### src/modulo_timer_params.svh
// Offsets, field positions, reset values and timing counts of the modulo timer.
// Assumes an AXI4-Lite slave with 32-bit data and one register per aligned word.
//
// Summary of operation
// - Overflow flag, status bit 7, sets when the count wraps from modulo to zero.
// - Overflow flag clears by a status read while set, then writing zero.
// - Writing one to counter reset, or any modulo write, also clears the flag.
// - Interrupt request is high while interrupt enable bit 6 and the flag are set.
// - Writing one to write-only bit 5 zeroes count and flag; reads return zero.
// - While stop bit 4 is set the count holds; clearing it resumes counting.
// - Reset sets the stop bit so the timer idles until software clears it.
// - Status bits 3:0 and clock configuration bits 7:6 always read zero.
// - Source field 5:4 picks bus clock, fixed clock, pin falling or rising edge.
// - Changing the source while running keeps the count and uses the new source.
// - Reset clears the source field, selecting the bus clock.
// - Prescale field 3:0 divides by two to the field value, one to 256.
// - Prescale codes above eight divide by 256.
// - Changing the prescale while running keeps the count at the new rate.
// - Reset clears the prescale field, selecting division by one.
// - The count is readable as an 8-bit register; writes have no effect.
// - An 8-bit read-write modulo register holds the overflow limit.
// - While running the count increments at the prescaled rate, wraps after modulo.
// - A modulo of zero makes the counter run freely over all 8 bits.
// - An overflow between status read and clearing write restarts the clear sequence.
// - Any modulo write also resets the count to zero.
`ifndef MODULO_TIMER_PARAMS_SVH
`define MODULO_TIMER_PARAMS_SVH

`define OFS_STATUS_CONTROL 8'h00
`define OFS_CLOCK_CONFIG   8'h04
`define OFS_COUNT_VALUE    8'h08
`define OFS_MODULO_LIMIT   8'h0C

`define BIT_OVF_FLAG  7
`define BIT_IRQ_EN    6
`define BIT_CTR_RESET 5
`define BIT_STOP      4

`define RST_STOP      1'b1
`define RST_MODULO    8'h00
`define RST_CLK_SRC   2'h0
`define RST_PRESCALE  4'h0
`define PRESCALE_MAX  4'h8

`define FIXED_FREQUENCY_CLOCK_DIV      8'h19

`endif

### src/modulo_timer_pkg.sv
// Types shared by the modulo timer.
// Assumes the constants header is included where the offsets are needed.
package modulo_timer_pkg;

	typedef enum logic [1:0] {
		SRC_BUS   = 2'h0,
		SRC_FIXED = 2'h1,
		SRC_FALL  = 2'h2,
		SRC_RISE  = 2'h3
	} clk_src_e;

	typedef struct packed {
		clk_src_e   clock_source_select;
		logic [3:0] prescale_select;
	} clk_cfg_s;

	typedef enum logic [1:0] {
		RESP_OKAY   = 2'h0,
		RESP_DECERR = 2'h3
	} axi_resp_e;

endpackage : modulo_timer_pkg

### src/modulo_timer.sv
// Eight-bit modulo timer with an AXI4-Lite register slave.
// Assumes one 25 MHz clock, a synchronous active-low reset and an asynchronous pin.
//
// The AXI4-Lite slave port and the placing of the registers were left to the implementer.
`timescale 1ns/1ns
`default_nettype none
`include "modulo_timer_params.svh"

module modulo_timer #(
	parameter logic [7:0] FIXED_FREQUENCY_CLOCK_DIV = `FIXED_FREQUENCY_CLOCK_DIV
) (
	// Clock and reset.
	input  wire logic        aclk,
	input  wire logic        aresetn,
	// Write address channel.
	input  wire logic        awvalid,
	output logic             awready,
	input  wire logic [7:0]  awaddr,
	input  wire logic [2:0]  awprot,
	// Write data channel.
	input  wire logic        wvalid,
	output logic             wready,
	input  wire logic [31:0] wdata,
	input  wire logic [3:0]  wstrb,
	// Write response channel.
	output logic             bvalid,
	input  wire logic        bready,
	output logic [1:0]       bresp,
	// Read address channel.
	input  wire logic        arvalid,
	output logic             arready,
	input  wire logic [7:0]  araddr,
	input  wire logic [2:0]  arprot,
	// Read data channel.
	output logic             rvalid,
	input  wire logic        rready,
	output logic [31:0]      rdata,
	output logic [1:0]       rresp,
	// Timer pin and interrupt.
	input  wire logic        external_timer_clock_pin,
	output logic             overflow_irq
);

	// ----------------------------------------
	// Register state.
	// ----------------------------------------
	logic                     overflow_flag_reg;
	logic                     overflow_irq_enable_reg;
	logic                     counter_stop_bit_reg;
	modulo_timer_pkg::clk_cfg_s clk_cfg_reg;
	logic [7:0]               count_reg;
	logic [7:0]               modulo_value_reg;
	logic                     clear_armed_reg;
	logic                     irq_reg;

	// ----------------------------------------
	// Bus handshake state.
	// ----------------------------------------
	logic                     awready_reg;
	logic                     wready_reg;
	logic                     bvalid_reg;
	logic [1:0]               bresp_reg;
	logic                     arready_reg;
	logic                     rvalid_reg;
	logic [31:0]              rdata_reg;
	logic [1:0]               rresp_reg;
	logic [7:0]               wr_addr_reg;
	logic [7:0]               wr_data_reg;
	logic                     wr_lane_reg;
	logic                     aw_full_reg;
	logic                     w_full_reg;
	logic                     rd_status_reg;

	// ----------------------------------------
	// Clock sources and prescaler.
	// ----------------------------------------
	logic                     pin_s1_reg;
	logic                     pin_s2_reg;
	logic                     pin_s3_reg;
	logic [7:0]               fixed_frequency_clock_cnt_reg;
	logic                     fixed_frequency_clock_en_reg;
	logic [7:0]               prescaler_reg;

	// ----------------------------------------
	// Combinational terms.
	// ----------------------------------------
	logic                     wr_do;
	logic                     wr_status;
	logic                     wr_clock;
	logic                     wr_modulo;
	logic                     wr_mapped;
	logic                     rd_take;
	logic                     rd_mapped;
	logic                     ctr_reset_w;
	logic                     src_en;
	logic                     pre_en;
	logic [3:0]               ps_eff;
	logic [7:0]               tap_mask;
	logic                     tick;
	logic [7:0]               limit;
	logic                     wrap;
	logic                     pin_rise;
	logic                     pin_fall;
	logic [31:0]              rd_word;

	// ----------------------------------------
	// Outputs straight from flip-flops.
	// ----------------------------------------
	assign awready      = awready_reg;
	assign wready       = wready_reg;
	assign bvalid       = bvalid_reg;
	assign bresp        = bresp_reg;
	assign arready      = arready_reg;
	assign rvalid       = rvalid_reg;
	assign rdata        = rdata_reg;
	assign rresp        = rresp_reg;
	assign overflow_irq = irq_reg;

	// ----------------------------------------
	// Write decode.
	// ----------------------------------------
	assign wr_do     = aw_full_reg && w_full_reg && !bvalid_reg;
	assign wr_mapped = (wr_addr_reg == `OFS_STATUS_CONTROL) || (wr_addr_reg == `OFS_CLOCK_CONFIG)
		|| (wr_addr_reg == `OFS_COUNT_VALUE) || (wr_addr_reg == `OFS_MODULO_LIMIT);
	assign wr_status = wr_do && wr_lane_reg && (wr_addr_reg == `OFS_STATUS_CONTROL);
	assign wr_clock  = wr_do && wr_lane_reg && (wr_addr_reg == `OFS_CLOCK_CONFIG);
	assign wr_modulo = wr_do && wr_lane_reg && (wr_addr_reg == `OFS_MODULO_LIMIT);
	assign ctr_reset_w = (wr_status && wr_data_reg[`BIT_CTR_RESET]) || wr_modulo;

	always_ff @(posedge aclk) begin
		if (!aresetn) begin
			awready_reg <= 1'b0;
			aw_full_reg <= 1'b0;
			wr_addr_reg <= 8'h00;
		end else if (awvalid && awready_reg) begin
			awready_reg <= 1'b0;
			aw_full_reg <= 1'b1;
			wr_addr_reg <= {awaddr[7:2], 2'h0};
		end else if (bvalid_reg && bready) begin
			awready_reg <= 1'b1;
			aw_full_reg <= 1'b0;
		end else if (!aw_full_reg) begin
			awready_reg <= 1'b1;
		end
	end

	always_ff @(posedge aclk) begin
		if (!aresetn) begin
			wready_reg  <= 1'b0;
			w_full_reg  <= 1'b0;
			wr_data_reg <= 8'h00;
			wr_lane_reg <= 1'b0;
		end else if (wvalid && wready_reg) begin
			wready_reg  <= 1'b0;
			w_full_reg  <= 1'b1;
			wr_data_reg <= wdata[7:0];
			wr_lane_reg <= wstrb[0];
		end else if (bvalid_reg && bready) begin
			wready_reg <= 1'b1;
			w_full_reg <= 1'b0;
		end else if (!w_full_reg) begin
			wready_reg <= 1'b1;
		end
	end

	always_ff @(posedge aclk) begin
		if (!aresetn) begin
			bvalid_reg <= 1'b0;
			bresp_reg  <= modulo_timer_pkg::RESP_OKAY;
		end else if (wr_do) begin
			bvalid_reg <= 1'b1;
			bresp_reg  <= wr_mapped ? modulo_timer_pkg::RESP_OKAY : modulo_timer_pkg::RESP_DECERR;
		end else if (bready) begin
			bvalid_reg <= 1'b0;
		end
	end

	// ----------------------------------------
	// Read path.
	// ----------------------------------------
	assign rd_take   = arvalid && arready_reg;
	assign rd_mapped = (araddr[7:2] <= 6'h03) && (araddr[1:0] == 2'h0) ? 1'b1 : (araddr[7:4] == 4'h0);

	always_comb begin
		rd_word = 32'h0000_0000;
		unique case ({araddr[7:2], 2'h0})
			`OFS_STATUS_CONTROL: rd_word[7:0] = {overflow_flag_reg, overflow_irq_enable_reg, 1'b0,
				counter_stop_bit_reg, 4'h0};
			`OFS_CLOCK_CONFIG:   rd_word[7:0] = {2'h0, clk_cfg_reg};
			`OFS_COUNT_VALUE:    rd_word[7:0] = count_reg;
			`OFS_MODULO_LIMIT:   rd_word[7:0] = modulo_value_reg;
			default:             rd_word = 32'h0000_0000;
		endcase
	end

	always_ff @(posedge aclk) begin
		if (!aresetn) begin
			arready_reg   <= 1'b0;
			rvalid_reg    <= 1'b0;
			rdata_reg     <= 32'h0000_0000;
			rresp_reg     <= modulo_timer_pkg::RESP_OKAY;
			rd_status_reg <= 1'b0;
		end else if (rd_take) begin
			arready_reg   <= 1'b0;
			rvalid_reg    <= 1'b1;
			rdata_reg     <= rd_word;
			rresp_reg     <= rd_mapped ? modulo_timer_pkg::RESP_OKAY : modulo_timer_pkg::RESP_DECERR;
			rd_status_reg <= ({araddr[7:2], 2'h0} == `OFS_STATUS_CONTROL);
		end else if (rvalid_reg && rready) begin
			arready_reg <= 1'b1;
			rvalid_reg  <= 1'b0;
		end else if (!rvalid_reg) begin
			arready_reg <= 1'b1;
		end
	end

	// ----------------------------------------
	// Control registers.
	// ----------------------------------------
	always_ff @(posedge aclk) begin
		if (!aresetn) begin
			overflow_irq_enable_reg <= 1'b0;
			counter_stop_bit_reg    <= `RST_STOP;
		end else if (wr_status) begin
			overflow_irq_enable_reg <= wr_data_reg[`BIT_IRQ_EN];
			counter_stop_bit_reg    <= wr_data_reg[`BIT_STOP];
		end
	end

	// Configuration changes leave the count and the prescaler untouched.
	always_ff @(posedge aclk) begin
		if (!aresetn) begin
			clk_cfg_reg.clock_source_select <= modulo_timer_pkg::clk_src_e'(`RST_CLK_SRC);
			clk_cfg_reg.prescale_select     <= `RST_PRESCALE;
		end else if (wr_clock) begin
			clk_cfg_reg <= modulo_timer_pkg::clk_cfg_s'(wr_data_reg[5:0]);
		end
	end

	always_ff @(posedge aclk) begin
		if (!aresetn) begin
			modulo_value_reg <= `RST_MODULO;
		end else if (wr_modulo) begin
			modulo_value_reg <= wr_data_reg;
		end
	end

	// ----------------------------------------
	// Clock sources.
	// ----------------------------------------
	always_ff @(posedge aclk) begin
		if (!aresetn) begin
			pin_s1_reg <= 1'b0;
			pin_s2_reg <= 1'b0;
			pin_s3_reg <= 1'b0;
		end else begin
			pin_s1_reg <= external_timer_clock_pin;
			pin_s2_reg <= pin_s1_reg;
			pin_s3_reg <= pin_s2_reg;
		end
	end

	assign pin_rise = pin_s2_reg && !pin_s3_reg;
	assign pin_fall = !pin_s2_reg && pin_s3_reg;

	always_ff @(posedge aclk) begin
		if (!aresetn) begin
			fixed_frequency_clock_cnt_reg <= 8'h00;
			fixed_frequency_clock_en_reg  <= 1'b0;
		end else if (fixed_frequency_clock_cnt_reg == FIXED_FREQUENCY_CLOCK_DIV - 8'h01) begin
			fixed_frequency_clock_cnt_reg <= 8'h00;
			fixed_frequency_clock_en_reg  <= 1'b1;
		end else begin
			fixed_frequency_clock_cnt_reg <= fixed_frequency_clock_cnt_reg + 8'h01;
			fixed_frequency_clock_en_reg  <= 1'b0;
		end
	end

	always_comb begin
		unique case (clk_cfg_reg.clock_source_select)
			modulo_timer_pkg::SRC_BUS:   src_en = 1'b1;
			modulo_timer_pkg::SRC_FIXED: src_en = fixed_frequency_clock_en_reg;
			modulo_timer_pkg::SRC_FALL:  src_en = pin_fall;
			modulo_timer_pkg::SRC_RISE:  src_en = pin_rise;
		endcase
	end

	// ----------------------------------------
	// Prescaler and counter.
	// ----------------------------------------
	assign pre_en   = src_en && !counter_stop_bit_reg;
	assign ps_eff   = (clk_cfg_reg.prescale_select > `PRESCALE_MAX) ? `PRESCALE_MAX
		: clk_cfg_reg.prescale_select;
	assign tap_mask = ~(8'hFF << ps_eff);
	assign tick     = pre_en && ((prescaler_reg & tap_mask) == tap_mask);
	assign limit    = (modulo_value_reg == 8'h00) ? 8'hFF : modulo_value_reg;
	assign wrap     = tick && (count_reg == limit) && !ctr_reset_w;

	always_ff @(posedge aclk) begin
		if (!aresetn) begin
			prescaler_reg <= 8'h00;
		end else if (ctr_reset_w) begin
			prescaler_reg <= 8'h00;
		end else if (pre_en) begin
			prescaler_reg <= prescaler_reg + 8'h01;
		end
	end

	always_ff @(posedge aclk) begin
		if (!aresetn) begin
			count_reg <= 8'h00;
		end else if (ctr_reset_w) begin
			count_reg <= 8'h00;
		end else if (wrap) begin
			count_reg <= 8'h00;
		end else if (tick) begin
			count_reg <= count_reg + 8'h01;
		end
	end

	// ----------------------------------------
	// Overflow flag and clear sequence.
	// ----------------------------------------
	always_ff @(posedge aclk) begin
		if (!aresetn) begin
			overflow_flag_reg <= 1'b0;
		end else if (wrap) begin
			overflow_flag_reg <= 1'b1;
		end else if (ctr_reset_w) begin
			overflow_flag_reg <= 1'b0;
		end else if (wr_status && clear_armed_reg && !wr_data_reg[`BIT_OVF_FLAG]) begin
			overflow_flag_reg <= 1'b0;
		end
	end

	always_ff @(posedge aclk) begin
		if (!aresetn) begin
			clear_armed_reg <= 1'b0;
		end else if (wrap || wr_status || ctr_reset_w) begin
			clear_armed_reg <= 1'b0;
		end else if (rd_take && ({araddr[7:2], 2'h0} == `OFS_STATUS_CONTROL) && overflow_flag_reg) begin
			clear_armed_reg <= 1'b1;
		end
	end

	always_ff @(posedge aclk) begin
		if (!aresetn) begin
			irq_reg <= 1'b0;
		end else begin
			irq_reg <= overflow_flag_reg && overflow_irq_enable_reg;
		end
	end
endmodule : modulo_timer
`default_nettype wire

### config.mk
export PLATFORM = sky130hd
export DESIGN_NAME = modulo_timer
export DESIGN_NICKNAME = d
export VERILOG_FILES = /design/src/modulo_timer_pkg.sv /design/src/modulo_timer.sv
export VERILOG_INCLUDE_DIRS = /design/src /design/src/src
export SDC_FILE = /design/constraint.sdc
export NUM_CORES = 1
export LEC_CHECK = 0
export BUFFER_PORTS_ARGS = -buffer_cell sky130_fd_sc_hd__buf_2
export CORE_MARGIN = 2
export CORE_UTILIZATION = 32
export DETAILED_ROUTE_END_ITERATION = 8
export PLACE_DENSITY = 0.64
export REMOVE_ABC_BUFFERS = 1
export SYNTH_ARGS = -nofsm -noshare
export SYNTH_HDL_FRONTEND = slang
export SYNTH_SLANG_ARGS = --single-unit
### constraint.sdc
create_clock -name aclk -period 2.5 [get_ports aclk]
set_clock_uncertainty 0.1 [all_clocks]
set_input_delay 0.375 -clock aclk [delete_from_list [all_inputs] [get_ports aclk]]
set_output_delay 0.375 -clock aclk [all_outputs]
set_load 0.01 [all_outputs]
# Word level (Yosys, flattened, before mapping)

Index checks and enable logic that the tools add are counted.

Flip-flop bits (word level): 81
Output and inout bits: 42
Logic and storage cells: 130

$add $sub $neg: 3
Order comparisons: 2
Equality and inequality tests: 15
Shift-type cells: 1
Muxes and demuxes: 24
Bitwise gates (word level): 3
Reduce and logical (&&, ||, !) cells: 54

Operators by type and width:

| cell                                                                              | number |
|---|---|
| 8-bit case mux with 4 select lines                                                | 1 |
| 8-bit by 1-bit adder with 8-bit output (second input constant)                    | 3 |
| 6-bit by 2-bit equality test with 1-bit output (second input constant)            | 4 |
| 1-bit logical AND                                                                 | 24 |
| 1-bit two-way mux                                                                 | 18 |
| 8-bit equality test                                                               | 2 |
| 8-bit zero test                                                                   | 2 |
| 6-bit by 1-bit equality test with 1-bit output (second input constant)            | 2 |
| 2-bit OR reduction                                                                | 6 |
| 8-bit bitwise AND                                                                 | 1 |
| 8-bit by 5-bit equality test with 1-bit output (second input constant)            | 1 |
| 8-bit two-way mux                                                                 | 1 |
| 8-bit inverter                                                                    | 1 |
| 2-bit nonzero test                                                                | 4 |
| 8-bit by 4-bit << shifter with 8-bit output (first input constant)                | 1 |
| 6-bit by 2-bit less-or-equal comparator with 1-bit output (second input constant) | 1 |
| 1-bit zero test                                                                   | 6 |
| 6-bit zero test                                                                   | 1 |
| 1-bit logical OR                                                                  | 6 |
| 2-bit by 1-bit != test with 1-bit output (second input constant)                  | 3 |
| 2-bit equality test (second input constant)                                       | 2 |
| 4-bit greater-than comparator (second input constant)                             | 1 |
| 2-bit zero test                                                                   | 2 |
| 4-bit zero test                                                                   | 1 |
| 7 further kinds                                                                   | 8 |

# Logic depth before layout (Yosys ltp)

Gate-level depths: netlist (run 1).

Word-level depth: 12
Depth in mapped cells: 8
Depth with buffers taken out: 6

# Least setup slack after synthesis (run 1)

No wires, ideal clock.

Path type: reg2reg
Start point: register modulo_value_reg[0]
End point: register overflow_flag_reg
Setup time: 0.059 ns
Data arrival time: 2.152 ns
Path slack: 0.189 ns
Cell stages (with the launch flop): 7
Path buffers: 0
Cells stage by stage: dfxtp_1 -> or4_4 -> or3_4 -> a22oi_2 -> nand4_2 -> a2111oi_4 -> o21ba_1

Longest elaborated chain between the ends: 6
Elaborated cells on any way between the ends: 7

RTL lines:

| item                                                                     | RTL line            | text |
|---|---|---|
| start, declared                                                          | modulo_timer.sv:52  | `logic [7:0] modulo_value_reg;` |
| start signal, assigned                                                   | modulo_timer.sv:242 | `` modulo_value_reg <= `RST_MODULO; `` |
| start signal, assigned                                                   | modulo_timer.sv:244 | `modulo_value_reg <= wr_data_reg;` |
| 8-bit zero test                                                          | modulo_timer.sv:296 | `assign limit = (modulo_value_reg == 8'h00) ? 8'hFF : modulo_value_reg;` |
| 8-bit two-way mux (*)                                                    | modulo_timer.sv:296 |  |
| 8-bit equality test (*)                                                  | modulo_timer.sv:297 | `assign wrap = tick && (count_reg == limit) && !ctr_reset_w;` |
| 1-bit logical AND (*) (2 in a row)                                       | modulo_timer.sv:297 |  |
| 3-bit nonzero test (no line) / 1-bit two-way mux (equally long branches) | n/a                 |  |
| end signal, assigned                                                     | modulo_timer.sv:326 | `overflow_flag_reg <= 1'b0;` |
| end signal, assigned                                                     | modulo_timer.sv:328 | `overflow_flag_reg <= 1'b1;` |
| end signal, assigned                                                     | modulo_timer.sv:330 | `overflow_flag_reg <= 1'b0;` |
| end, declared                                                            | modulo_timer.sv:47  | `logic overflow_flag_reg;` |

Every way passes the cells marked *; elsewhere a longest branch is shown, timed or not.
A chain may end at the register's enable or synchronous reset.

# Worst setup path after layout (run 1)

Start point: register modulo_value_reg[3]
End point: register clear_armed_reg

Longest elaborated chain between the ends: 8

RTL lines:

| item                               | RTL line            | text |
|---|---|---|
| 8-bit zero test                    | modulo_timer.sv:296 |  |
| 8-bit two-way mux (*)              | modulo_timer.sv:296 |  |
| 8-bit equality test (*)            | modulo_timer.sv:297 |  |
| 1-bit logical AND (*) (2 in a row) | modulo_timer.sv:297 |  |
| 1-bit logical OR (*) (2 in a row)  | modulo_timer.sv:339 | `end else if (wrap \|\| wr_status \|\| ctr_reset_w) begin` |
| 2-bit OR reduction (no line) (*)   | n/a                 |  |
| end signal, assigned               | modulo_timer.sv:338 | `clear_armed_reg <= 1'b0;` |
| end signal, assigned               | modulo_timer.sv:340 | `clear_armed_reg <= 1'b0;` |
| end signal, assigned               | modulo_timer.sv:342 | `clear_armed_reg <= 1'b1;` |
| end, declared                      | modulo_timer.sv:53  | `logic clear_armed_reg;` |

Marked as above.

==> results.tsv, run 1 <==
metric	value	unit
DRT Pass-1 Iters	4	
maximum VDD drop	0.377	mV
core area	11300	sq um
fill count	1148	
via count	3053	
first-pass GRT wire length	13.5	mm
Crit path depth	8	
remaining antenna violation count after routing	0	
Max Slew Vio Count	0	
slowest stage delay, CP	580	ps
via density per instance	4.88	
RSZ-0062 raised after global routing	yes	
PD cells	645	nW/um^2
final core utilization	0.390	
root buf cell	clkbuf_16	
Leak	1.86	nW
Async SR Flop Fraction	0	
GRT Overall Usage	0.132	
crit path DAT	2630	ps
DR iter-0 viols	114	
final RePlAce weighted congestion	0.913	
total gr overflow	0	
Final min period	2500	ps
Final Hold Fails	0	
hold path depth	2	
DRC	0	
Final nets	548	
largest net degree at the start of global routing	42	
WHS	153	ps
Critical Path RT	2630	ps
Slew Limit Headroom	0.564	
Pwr Total	0.00285	W
# setup viols final	0	
Tcrit/Tclk final	0.999	
CTS H-tree lvls	3	
CP Launch Type	flip-flop	
clock slew seen by the registers of the worst setup and hold paths	60	ps
share of the synthesized area in the top cell type	0.428	
cell repeated most along the worst path	buf_4	
Tightest Pin Transition	652	ps
clock buffer depth	2	
final WL	8.31	mm
Mapped Area	3690	sq um
Synth cell types	57	
synth top area cells	dfxtp_1 (43%), buf_4 (5.3%), nand2_1 (4.7%)	
area leader, netlist	dfxtp_1	
CTS sink cnt	79	
Die Ht	111	um
number of primary I/O pins	108	
Port Buffers	46	
Horiz. Die Dim	111	um
die area	12400	sq um
reg2reg path depth	8	
Crit Path Category	flip-flop to flip-flop	
number of max-cap violations	0	
standard-cell rows	39	
Crit path max-delay family	simple AND/OR/NAND/NOR gates	
cells after synthesis	420	
setup TNS	0	ps
Place WS	91.0	ps
Post-synth EDFFs	0	
WP buf/inv	2	
YS warnings	0	
layout cell share with drive strength beyond 1	0.211	
Main synth FF type	dfxtp_1	
CTS Hold Bufs	0	
Avg Cell Area, Syn	8.79	sq um
TritonCTS clock tree	yes	
Layout area overhead	19.6	%
Synth Register Bits	79	
worst-path maximum fanout	4	
Max Freq	0.400	GHz
Routed WL per cell	13.3	um
hpwl dp	5.95	mm
diode count	0	
Final WS setup	2.74	ps
Seq/Total Area, Yosys	0.428	
vias in the first global route	2868	
CP Capture Type	flip-flop	
status	complete, no violations	
CTS Buf Count	9	
Min-Delay Path Class	primary input to flip-flop	
CP cell instances	or4_4, or3_4, buf_4, a211o_2, nand4_2, a2111oi_4, buf_4, nor4_1	
Initial Util	0.326	
CP max stage cell	or4_4	
antenna violations before repair	0	
clock latency on the worst-skew pair	330	ps
[cell usage in the layout (no fill, tap or decap), types with 2 or more instances in the layout]
cell / instances
ha_1: 4
mux2i_1: 17
nand3_1: 19
nand4_1: 3
nand2b_1: 2
dfxtp_1: 78
and3_1: 3
clkbuf_16: 9
o21ai_0: 7
nor4_1: 12
xor2_1: 9
bufinv_16: 2
inv_1: 12
mux2_2: 7
or3_1: 2
nand2_1: 46
and2_1: 8
a21oi_1: 27
buf_4: 17
nor3_1: 15
a22oi_1: 7
nor2b_1: 4
nor2_1: 43
o21bai_1: 2
conb_1: 24
buf_2: 46
a31oi_1: 4
nor4b_1: 2
xnor2_1: 15
[what timing repair did]
action | in CTS | in global routing
setup endpoints to repair | 0 | 8
setup buffers | 0 | 2
resized for setup | 0 | 5
[metal layers]
layer	GRT usage	up-vias	share of wire
met4	0.0683	0	0.021
met1	0.171	1421	0.47
met2	0.215	92	0.46
met5	0	-	0
li1	-	1528	-
met3	0.0191	12	0.045
[power by group]
part	switching [W]	leakage [nW]	internal [W]	total [W]
registers	0.0000242	0.641	0.00129	0.00131
clock network	0.000497	0.156	0.000901	0.00140
logic	0.0000922	1.06	0.0000514	0.000144
total	0.000613	1.86	0.00224	0.00285
[Yosys cell counts, drive strengths merged, types with 2 or more instances]
cell type / number
a22oi: 8
o21ai: 7
nand3: 19
nand2b: 2
nor2: 43
xnor2: 15
buf: 27
nor4b: 2
and3: 3
nor2b: 4
ha: 4
a21oi: 27
mux2i: 17
xor2: 9
or4: 2
mux2: 7
dfxtp: 79
a31oi: 4
o21ba: 2
o21bai: 2
inv: 12
nor4: 13
nand4: 4
or3: 3
nor3: 16
nand2: 46
clkbuf: 13
a21boi: 2
and2: 8
[cell type report]
cell class / count / area [sq um] / area share
repair buffers: 64 / 369 / 0.0835
well taps: 143 / 179 / 0.0405
flip-flops and latches: 79 / 1590 / 0.359
clock inverters: 5 / 81.3 / 0.0184
clock buffers: 11 / 243 / 0.0549
inverters: 13 / 48.8 / 0.0110
multi-input cells: 311 / 1910 / 0.433
[kinds of logic after synthesis]
logic type,count (synthesis),synth area share
fa+ha+maj,4,0.0136
buf+inv,53,0.0806
compound gates,63,0.115
simple gates,171,0.231
flops,79,0.428
xor+xnor,24,0.0569
other cells,1,0.00102
mux,25,0.0735
[worst register-to-register path, cell delays in order, from the launching register on]
cell and delay [ps]:
dfxtp_4 360, or4_4 580, or3_4 360, buf_4 140, a211o_2 290, nand4_2 110, a2111oi_4 70, buf_4 180
nor4_1 230
[path summary, 6_finish.rpt]
kind,slack [ps],from,end
max,3,modulo_value_reg[3],clear_armed_reg
min,150,external_timer_clock_pin,pin_s1_reg
max reg2reg,3,modulo_value_reg[3],clear_armed_reg
min reg2reg,340,pin_s1_reg,pin_s2_reg
[metrics by stage]
step | cell area [sq um] | instances
final | 4420 | 626
after global routing | 4420 | 626
after CTS | 4380 | 624
after detailed placement | 4060 | 608
after global placement | 4060 | 608
after floorplan | 3530 | 403
Power figures use the tool's default switching activity.
==> run 2, diff against run 1 <==
==> constraint.sdc (replaced) <==
create_clock -name aclk -period 3.21 [get_ports aclk]
set_clock_uncertainty 0.1 [all_clocks]
set_input_delay 0.4815 -clock aclk [delete_from_list [all_inputs] [get_ports aclk]]
set_output_delay 0.4815 -clock aclk [all_outputs]
set_load 0.01 [all_outputs]
==> run 2 against run 1 <==
Compared with the run above:
- register-to-register slack better by 610 ps
- combinational power is 23% lower
- clock-buffer cell count decreased by 2
- routed wire length fell by 3.4%
- via count is 1.3% lower
- clock power down 26%
- sequential cell count unchanged
- critical path type unchanged
- maximum frequency fell by 3.7%
- global-route usage increased by 0.34 points
==> results.tsv, run 2 (synthesis gave the netlist of run 1 again) <==
metric	value	unit
status	complete, no violations	
layout cell share with drive strength beyond 1	0.187	
CTS Buf Count	9	
Layout area overhead	16.2	%
core area	11300	sq um
RSZ-0062 raised after global routing	no	
leading cell type in the layout, fill and taps excluded	dfxtp_1	
Initial Util	0.326	
diode count	0	
final WL	8.03	mm
Pwr Total	0.00217	W
fill count	1162	
Max Slew Vio Count	0	
DRT Pass-1 Iters	4	
WHS	250	ps
Tcrit/Tclk final	0.808	
Crit Path Category	flip-flop to flip-flop	
clock buffer depth	2	
Critical Path RT	3390	ps
root buf cell	clkbuf_16	
Tightest Pin Transition	679	ps
via density per instance	4.91	
Horiz. Die Dim	111	um
most frequent cells in the layout	dfxtp_1 (79), nand2_1 (46), buf_2 (46)	
Routed WL per cell	13.1	um
reg2reg path depth	6	
CTS Hold Bufs	0	
via count	3012	
number of max-cap violations	0	
DR iter-0 viols	106	
remaining antenna violation count after routing	0	
standard-cell rows	39	
Final nets	536	
worst-path maximum fanout	10	
Gate power share	0.051	
antenna violations before repair	0	
setup TNS	0	ps
hold path depth	2	
maximum VDD drop	0.250	mV
Pint	0.00165	W
DRC	0	
Min-Delay Path Class	primary input to flip-flop	
crit path DAT	2770	ps
number of primary I/O pins	108	
vias in the first global route	2892	
total gr overflow	0	
Max Freq	0.386	GHz
CP Launch Type	flip-flop	
clock slew seen by the registers of the worst setup and hold paths	60	ps
TritonCTS clock tree	yes	
die area	12400	sq um
post-CTS sizing	0	
Sw Share	0.237	
Die Ht	111	um
final RePlAce weighted congestion	0.860	
largest net degree at the start of global routing	40	
Final Hold Fails	0	
first-pass GRT wire length	13.8	mm
Switch Pwr	0.000514	W
Final min period	2590	ps
Port Buffers	46	
Slew Limit Headroom	0.548	
CP Capture Type	flip-flop	
GRT Overall Usage	0.136	
hpwl dp	5.79	mm
clock latency on the worst-skew pair	330	ps
register share of total power	0.471	
Leak	1.78	nW
# setup viols final	0	
Post-CTS Setup Inserts	0	
CTS H-tree lvls	3	
proportion of power drawn by the clock network	0.477	
CTS sink cnt	79	
PD cells	505	nW/um^2
run 2: cell count changes in the layout (fill, tap and decap cells not counted), sizes merged:
cell / before / now
buf: 64 / 52
clkbuf: 11 / 9
inv: 12 / 14
clkinvlp: 1 / 2
bufinv: 2 / 1
run 2: layer usage:
metal  global-route usage  wire length (um)  vias up
met1                0.180              3850     1408
li1                     -                 -     1506
met5                    0                 0        -
met4               0.0576               187        0
met2                0.212              3590       83
met3               0.0327               408       15
run 2: worst max-delay path: stages, from the launching register on:
cell and delay (ps):
dfxtp_1 510, xor2_1 150, or4b_2 700, a22oi_2 160, nand4_2 140, a2111oi_4 550
o21ba_1 230
run 2: worst paths after layout:
check | to | slack, ps | startpoint
min | pin_s1_reg | 250 | external_timer_clock_pin
min reg2reg | pin_s2_reg | 340 | pin_s1_reg
max reg2reg | overflow_flag_reg | 620 | count_reg[3]
max | overflow_flag_reg | 620 | count_reg[3]
run 2: power by group through the flow:
stage / Combinational [W] / Sequential [W] / Clock, W
2_1_floorplan: 0.0000606 / 0.00104 / 0
3_3_place_gp: 0.000109 / 0.00104 / 0
3_5_place_dp: 0.000111 / 0.00104 / 0
4_1_cts: 0.000112 / 0.00102 / 0.00106
5_1_grt: 0.000126 / 0.00102 / 0.00111
6_report: 0.000111 / 0.00102 / 0.00103
run 2: final cells by class:
| type | count | area, sq um | area share |
|---|---|---|---|
| Multi-Input combinational cell | 311 | 1900 | 0.443 |
| Sequential cell | 79 | 1580 | 0.369 |
| Timing Repair Buffer | 52 | 275 | 0.0642 |
| Clock buffer | 9 | 225 | 0.0525 |
| Tap cell | 143 | 179 | 0.0417 |
| Clock inverter | 7 | 80.1 | 0.0187 |
| Inverter | 13 | 48.8 | 0.0114 |
run 2: per-stage QoR:
step	utilization	instances	setup slack, ps	instance area (sq um)
global route	0.379	614	476	4290
detailed placement	0.352	598	649	3990
finish	0.379	614	616	4290
global placement	0.352	598	697	3990
floorplan	-	403	899	3530
CTS	0.379	614	634	4290
==> run 3, diff against run 2 <==
--- a/config.mk
+++ b/config.mk
@@ -6,6 +6,7 @@
 export SDC_FILE = /design/constraint.sdc
 export NUM_CORES = 1
 export LEC_CHECK = 0
+export ABC_AREA = 1
 export BUFFER_PORTS_ARGS = -buffer_cell sky130_fd_sc_hd__buf_2
 export CORE_MARGIN = 2
 export CORE_UTILIZATION = 32
==> constraint.sdc (replaced) <==
create_clock -name aclk -period 2.42 [get_ports aclk]
set_clock_uncertainty 0.1 [all_clocks]
set_input_delay 0.363 -clock aclk [delete_from_list [all_inputs] [get_ports aclk]]
set_output_delay 0.363 -clock aclk [all_outputs]
set_load 0.01 [all_outputs]
==> run 3 against run 2 <==
Compared with the run above:
- sequential cell count stayed put
- synthesized cell count is 27% higher
- utilization is 0.20 points higher
- area after synthesis is 1.9% higher
- die area is 1.9% higher
- sequential power is 33% higher
- clock-buffer cell count is 1 higher
- largest cell class unchanged
- largest power group unchanged
- highest routed layer unchanged
==> results.tsv, run 3 <==
metric	value	unit
RSZ-0062 raised after global routing	no	
Die Ht	112	um
Layout area overhead	16.1	%
Tcrit/Tclk final	0.840	
maximum VDD drop	0.546	mV
crit path launch	bvalid	
DRT Pass-1 Iters	5	
final RePlAce weighted congestion	0.861	
Seq/Total Area, Yosys	0.420	
GRT Overall Usage	0.135	
Leak	1.91	nW
most frequent cell after synthesis	nor2_1	
Post-synth EDFFs	0	
clock latency on the worst-skew pair	330	ps
placed cells	714	
post-route design area	4370	sq um
Max Slew Vio Count	0	
area leader, netlist	dfxtp_1	
synth top area cells	dfxtp_1 (42%), nor2_1 (8.2%), o21ai_0 (7.8%)	
PD cells	670	nW/um^2
standard-cell rows	39	
reg2reg path depth	7	
cells after synthesis	534	
share of the synthesized area in the top cell type	0.420	
CP Launch Type	flip-flop	
Tightest Pin Transition	541	ps
WHS	115	ps
DR iter-0 viols	221	
fill count	1164	
setup TNS	0	ps
Max Freq	0.492	GHz
most frequent cells in the layout	nor2_1 (82), dfxtp_1 (79), inv_1 (77), nand2_1 (77), o21ai_0 (59)	
post-CTS sizing	0	
Async SR Flop Fraction	0	
via count	3396	
sequential cell area	1580	sq um
TritonCTS clock tree	yes	
# setup viols final	0	
hpwl dp	6.40	mm
r2r startpoint	bvalid	
CTS sink cnt	79	
status	complete, no violations	
Synth Register Bits	79	
CTS H-tree lvls	3	
worst-path maximum fanout	7	
final WL	8.38	mm
R2R setup slack	390	ps
crit path DAT	2170	ps
Avg Cell Area, Syn	7.05	sq um
remaining antenna violation count after routing	0	
vias in the first global route	3098	
dpl cell area	4060	sq um
Final min period	2030	ps
Post-synth top cells	nor2_1 (82), dfxtp_1 (79), inv_1 (77), nand2_1 (77), o21ai_0 (59)	
Crit Path Category	flip-flop to flip-flop	
crit path to	prescaler_reg[1]	
Critical Path RT	2560	ps
Final WS setup	387	ps
die area	12600	sq um
Routed WL per cell	11.5	um
Non-Filler Instances	730	
YS warnings	0	
area of the multi-input gates	1740	sq um
worst flop-to-flop path endpoint	prescaler_reg[1]	
diode count	0	
CTS Hold Bufs	0	
Slew Limit Headroom	0.638	
Min-Delay Path Class	primary input to flip-flop	
Place WS	420	ps
Post-CTS Setup Inserts	0	
Final Hold Fails	0	
number of primary I/O pins	108	
Horiz. Die Dim	112	um
core area	11500	sq um
total gr overflow	0	
HP Start	external_timer_clock_pin	
clock slew seen by the registers of the worst setup and hold paths	60	ps
Mapped Area	3760	sq um
DRC	0	
CP Capture Type	flip-flop	
largest net degree at the start of global routing	47	
Initial Util	0.328	
antenna violations before repair	0	
layout cell share with drive strength beyond 1	0.126	
root buf cell	clkbuf_16	
Synth cell types	34	
Port Buffers	46	
Main synth FF type	dfxtp_1	
Final nets	652	
number of max-cap violations	0	
via density per instance	4.65	
leading cell type in the layout, fill and taps excluded	nor2_1	
first-pass GRT wire length	13.9	mm
CTS Buf Count	9	
clock buffer depth	2	
-- run 3: cell count changes in the layout (fill, tap and decap cells not counted), moves of 8 or more --
cell,previous run,this run
nand2_1,46,77
and2_1,8,0
nor4_1,12,1
nor3_1,16,8
inv_1,12,77
nand3_1,19,29
xnor2_1,15,3
o21ai_0,7,59
mux2i_1,17,0
nor2_1,43,82
-- run 3: worst min-delay path by stage --
| stage | to | slack, ps | depth (start not counted) |
|---|---|---|---|
| final | pin_s1_reg | 120 | 3 |
| after global routing | pin_s1_reg | 100 | 3 |
| after CTS | pin_s1_reg | 100 | 3 |
| after detailed placement | pin_s2_reg | 310 | 2 |
| after global placement | pin_s2_reg | 300 | 2 |
| after floorplan | pin_s2_reg | 290 | 2 |
-- run 3: layer usage --
metal  track usage  routed length [um]  vias to the layer above
li1              -                   -                     1764
met1         0.155                3640                     1554
met2         0.243                4290                       72
met3        0.0297                 348                        6
met4        0.0545                  95                        0
met5             0                   0                        -
-- run 3: area by class of cell --
| cell class | instances | area share |
|---|---|---|
| sequential | 79 | 0.362 |
| inverter | 80 | 0.0687 |
| tap | 143 | 0.0410 |
| timing repair buffer | 50 | 0.0596 |
| clock buffer | 10 | 0.0547 |
| clock inverter | 6 | 0.0166 |
| multi-input combinational | 362 | 0.397 |
-- run 3: cells by family (layout without fill, tap and decap cells) --
group	Yosys count	after routing	share of synthesized area
and+or+nand+nor	216	216	0.246
buffers and inverters	116	146	0.142
AOI/OAI and AO/OA	110	110	0.159
DFF	79	79	0.420
xor gates and xnor gates	8	8	0.0186
adders and majority gates	4	4	0.0133
other	1	24	0.000996
-- run 3: stage by stage --
stage,power [W],util
2_1_floorplan,0.00149,-
3_3_place_gp,0.00156,0.354
3_5_place_dp,0.00156,0.354
4_1_cts,0.00296,0.381
5_1_grt,0.00305,0.381
6_report,0.00293,0.381
-- run 3: where the power goes --
group / switching [W] / internal, W / leakage (nW)
clock network: 0.000552 / 0.000841 / 0.151
registers: 0.0000232 / 0.00134 / 0.642
logic: 0.000114 / 0.0000600 / 1.11
total: 0.000689 / 0.00224 / 1.91
-- run 3: critical path, stage by stage (launching register included) --
cell and delay (ps):
dfxtp_1 360, nand3b_1 160, nor2_1 100, nand2_1 160
o21ai_0 160, nor2_1 460, inv_2 200, a211oi_1 230
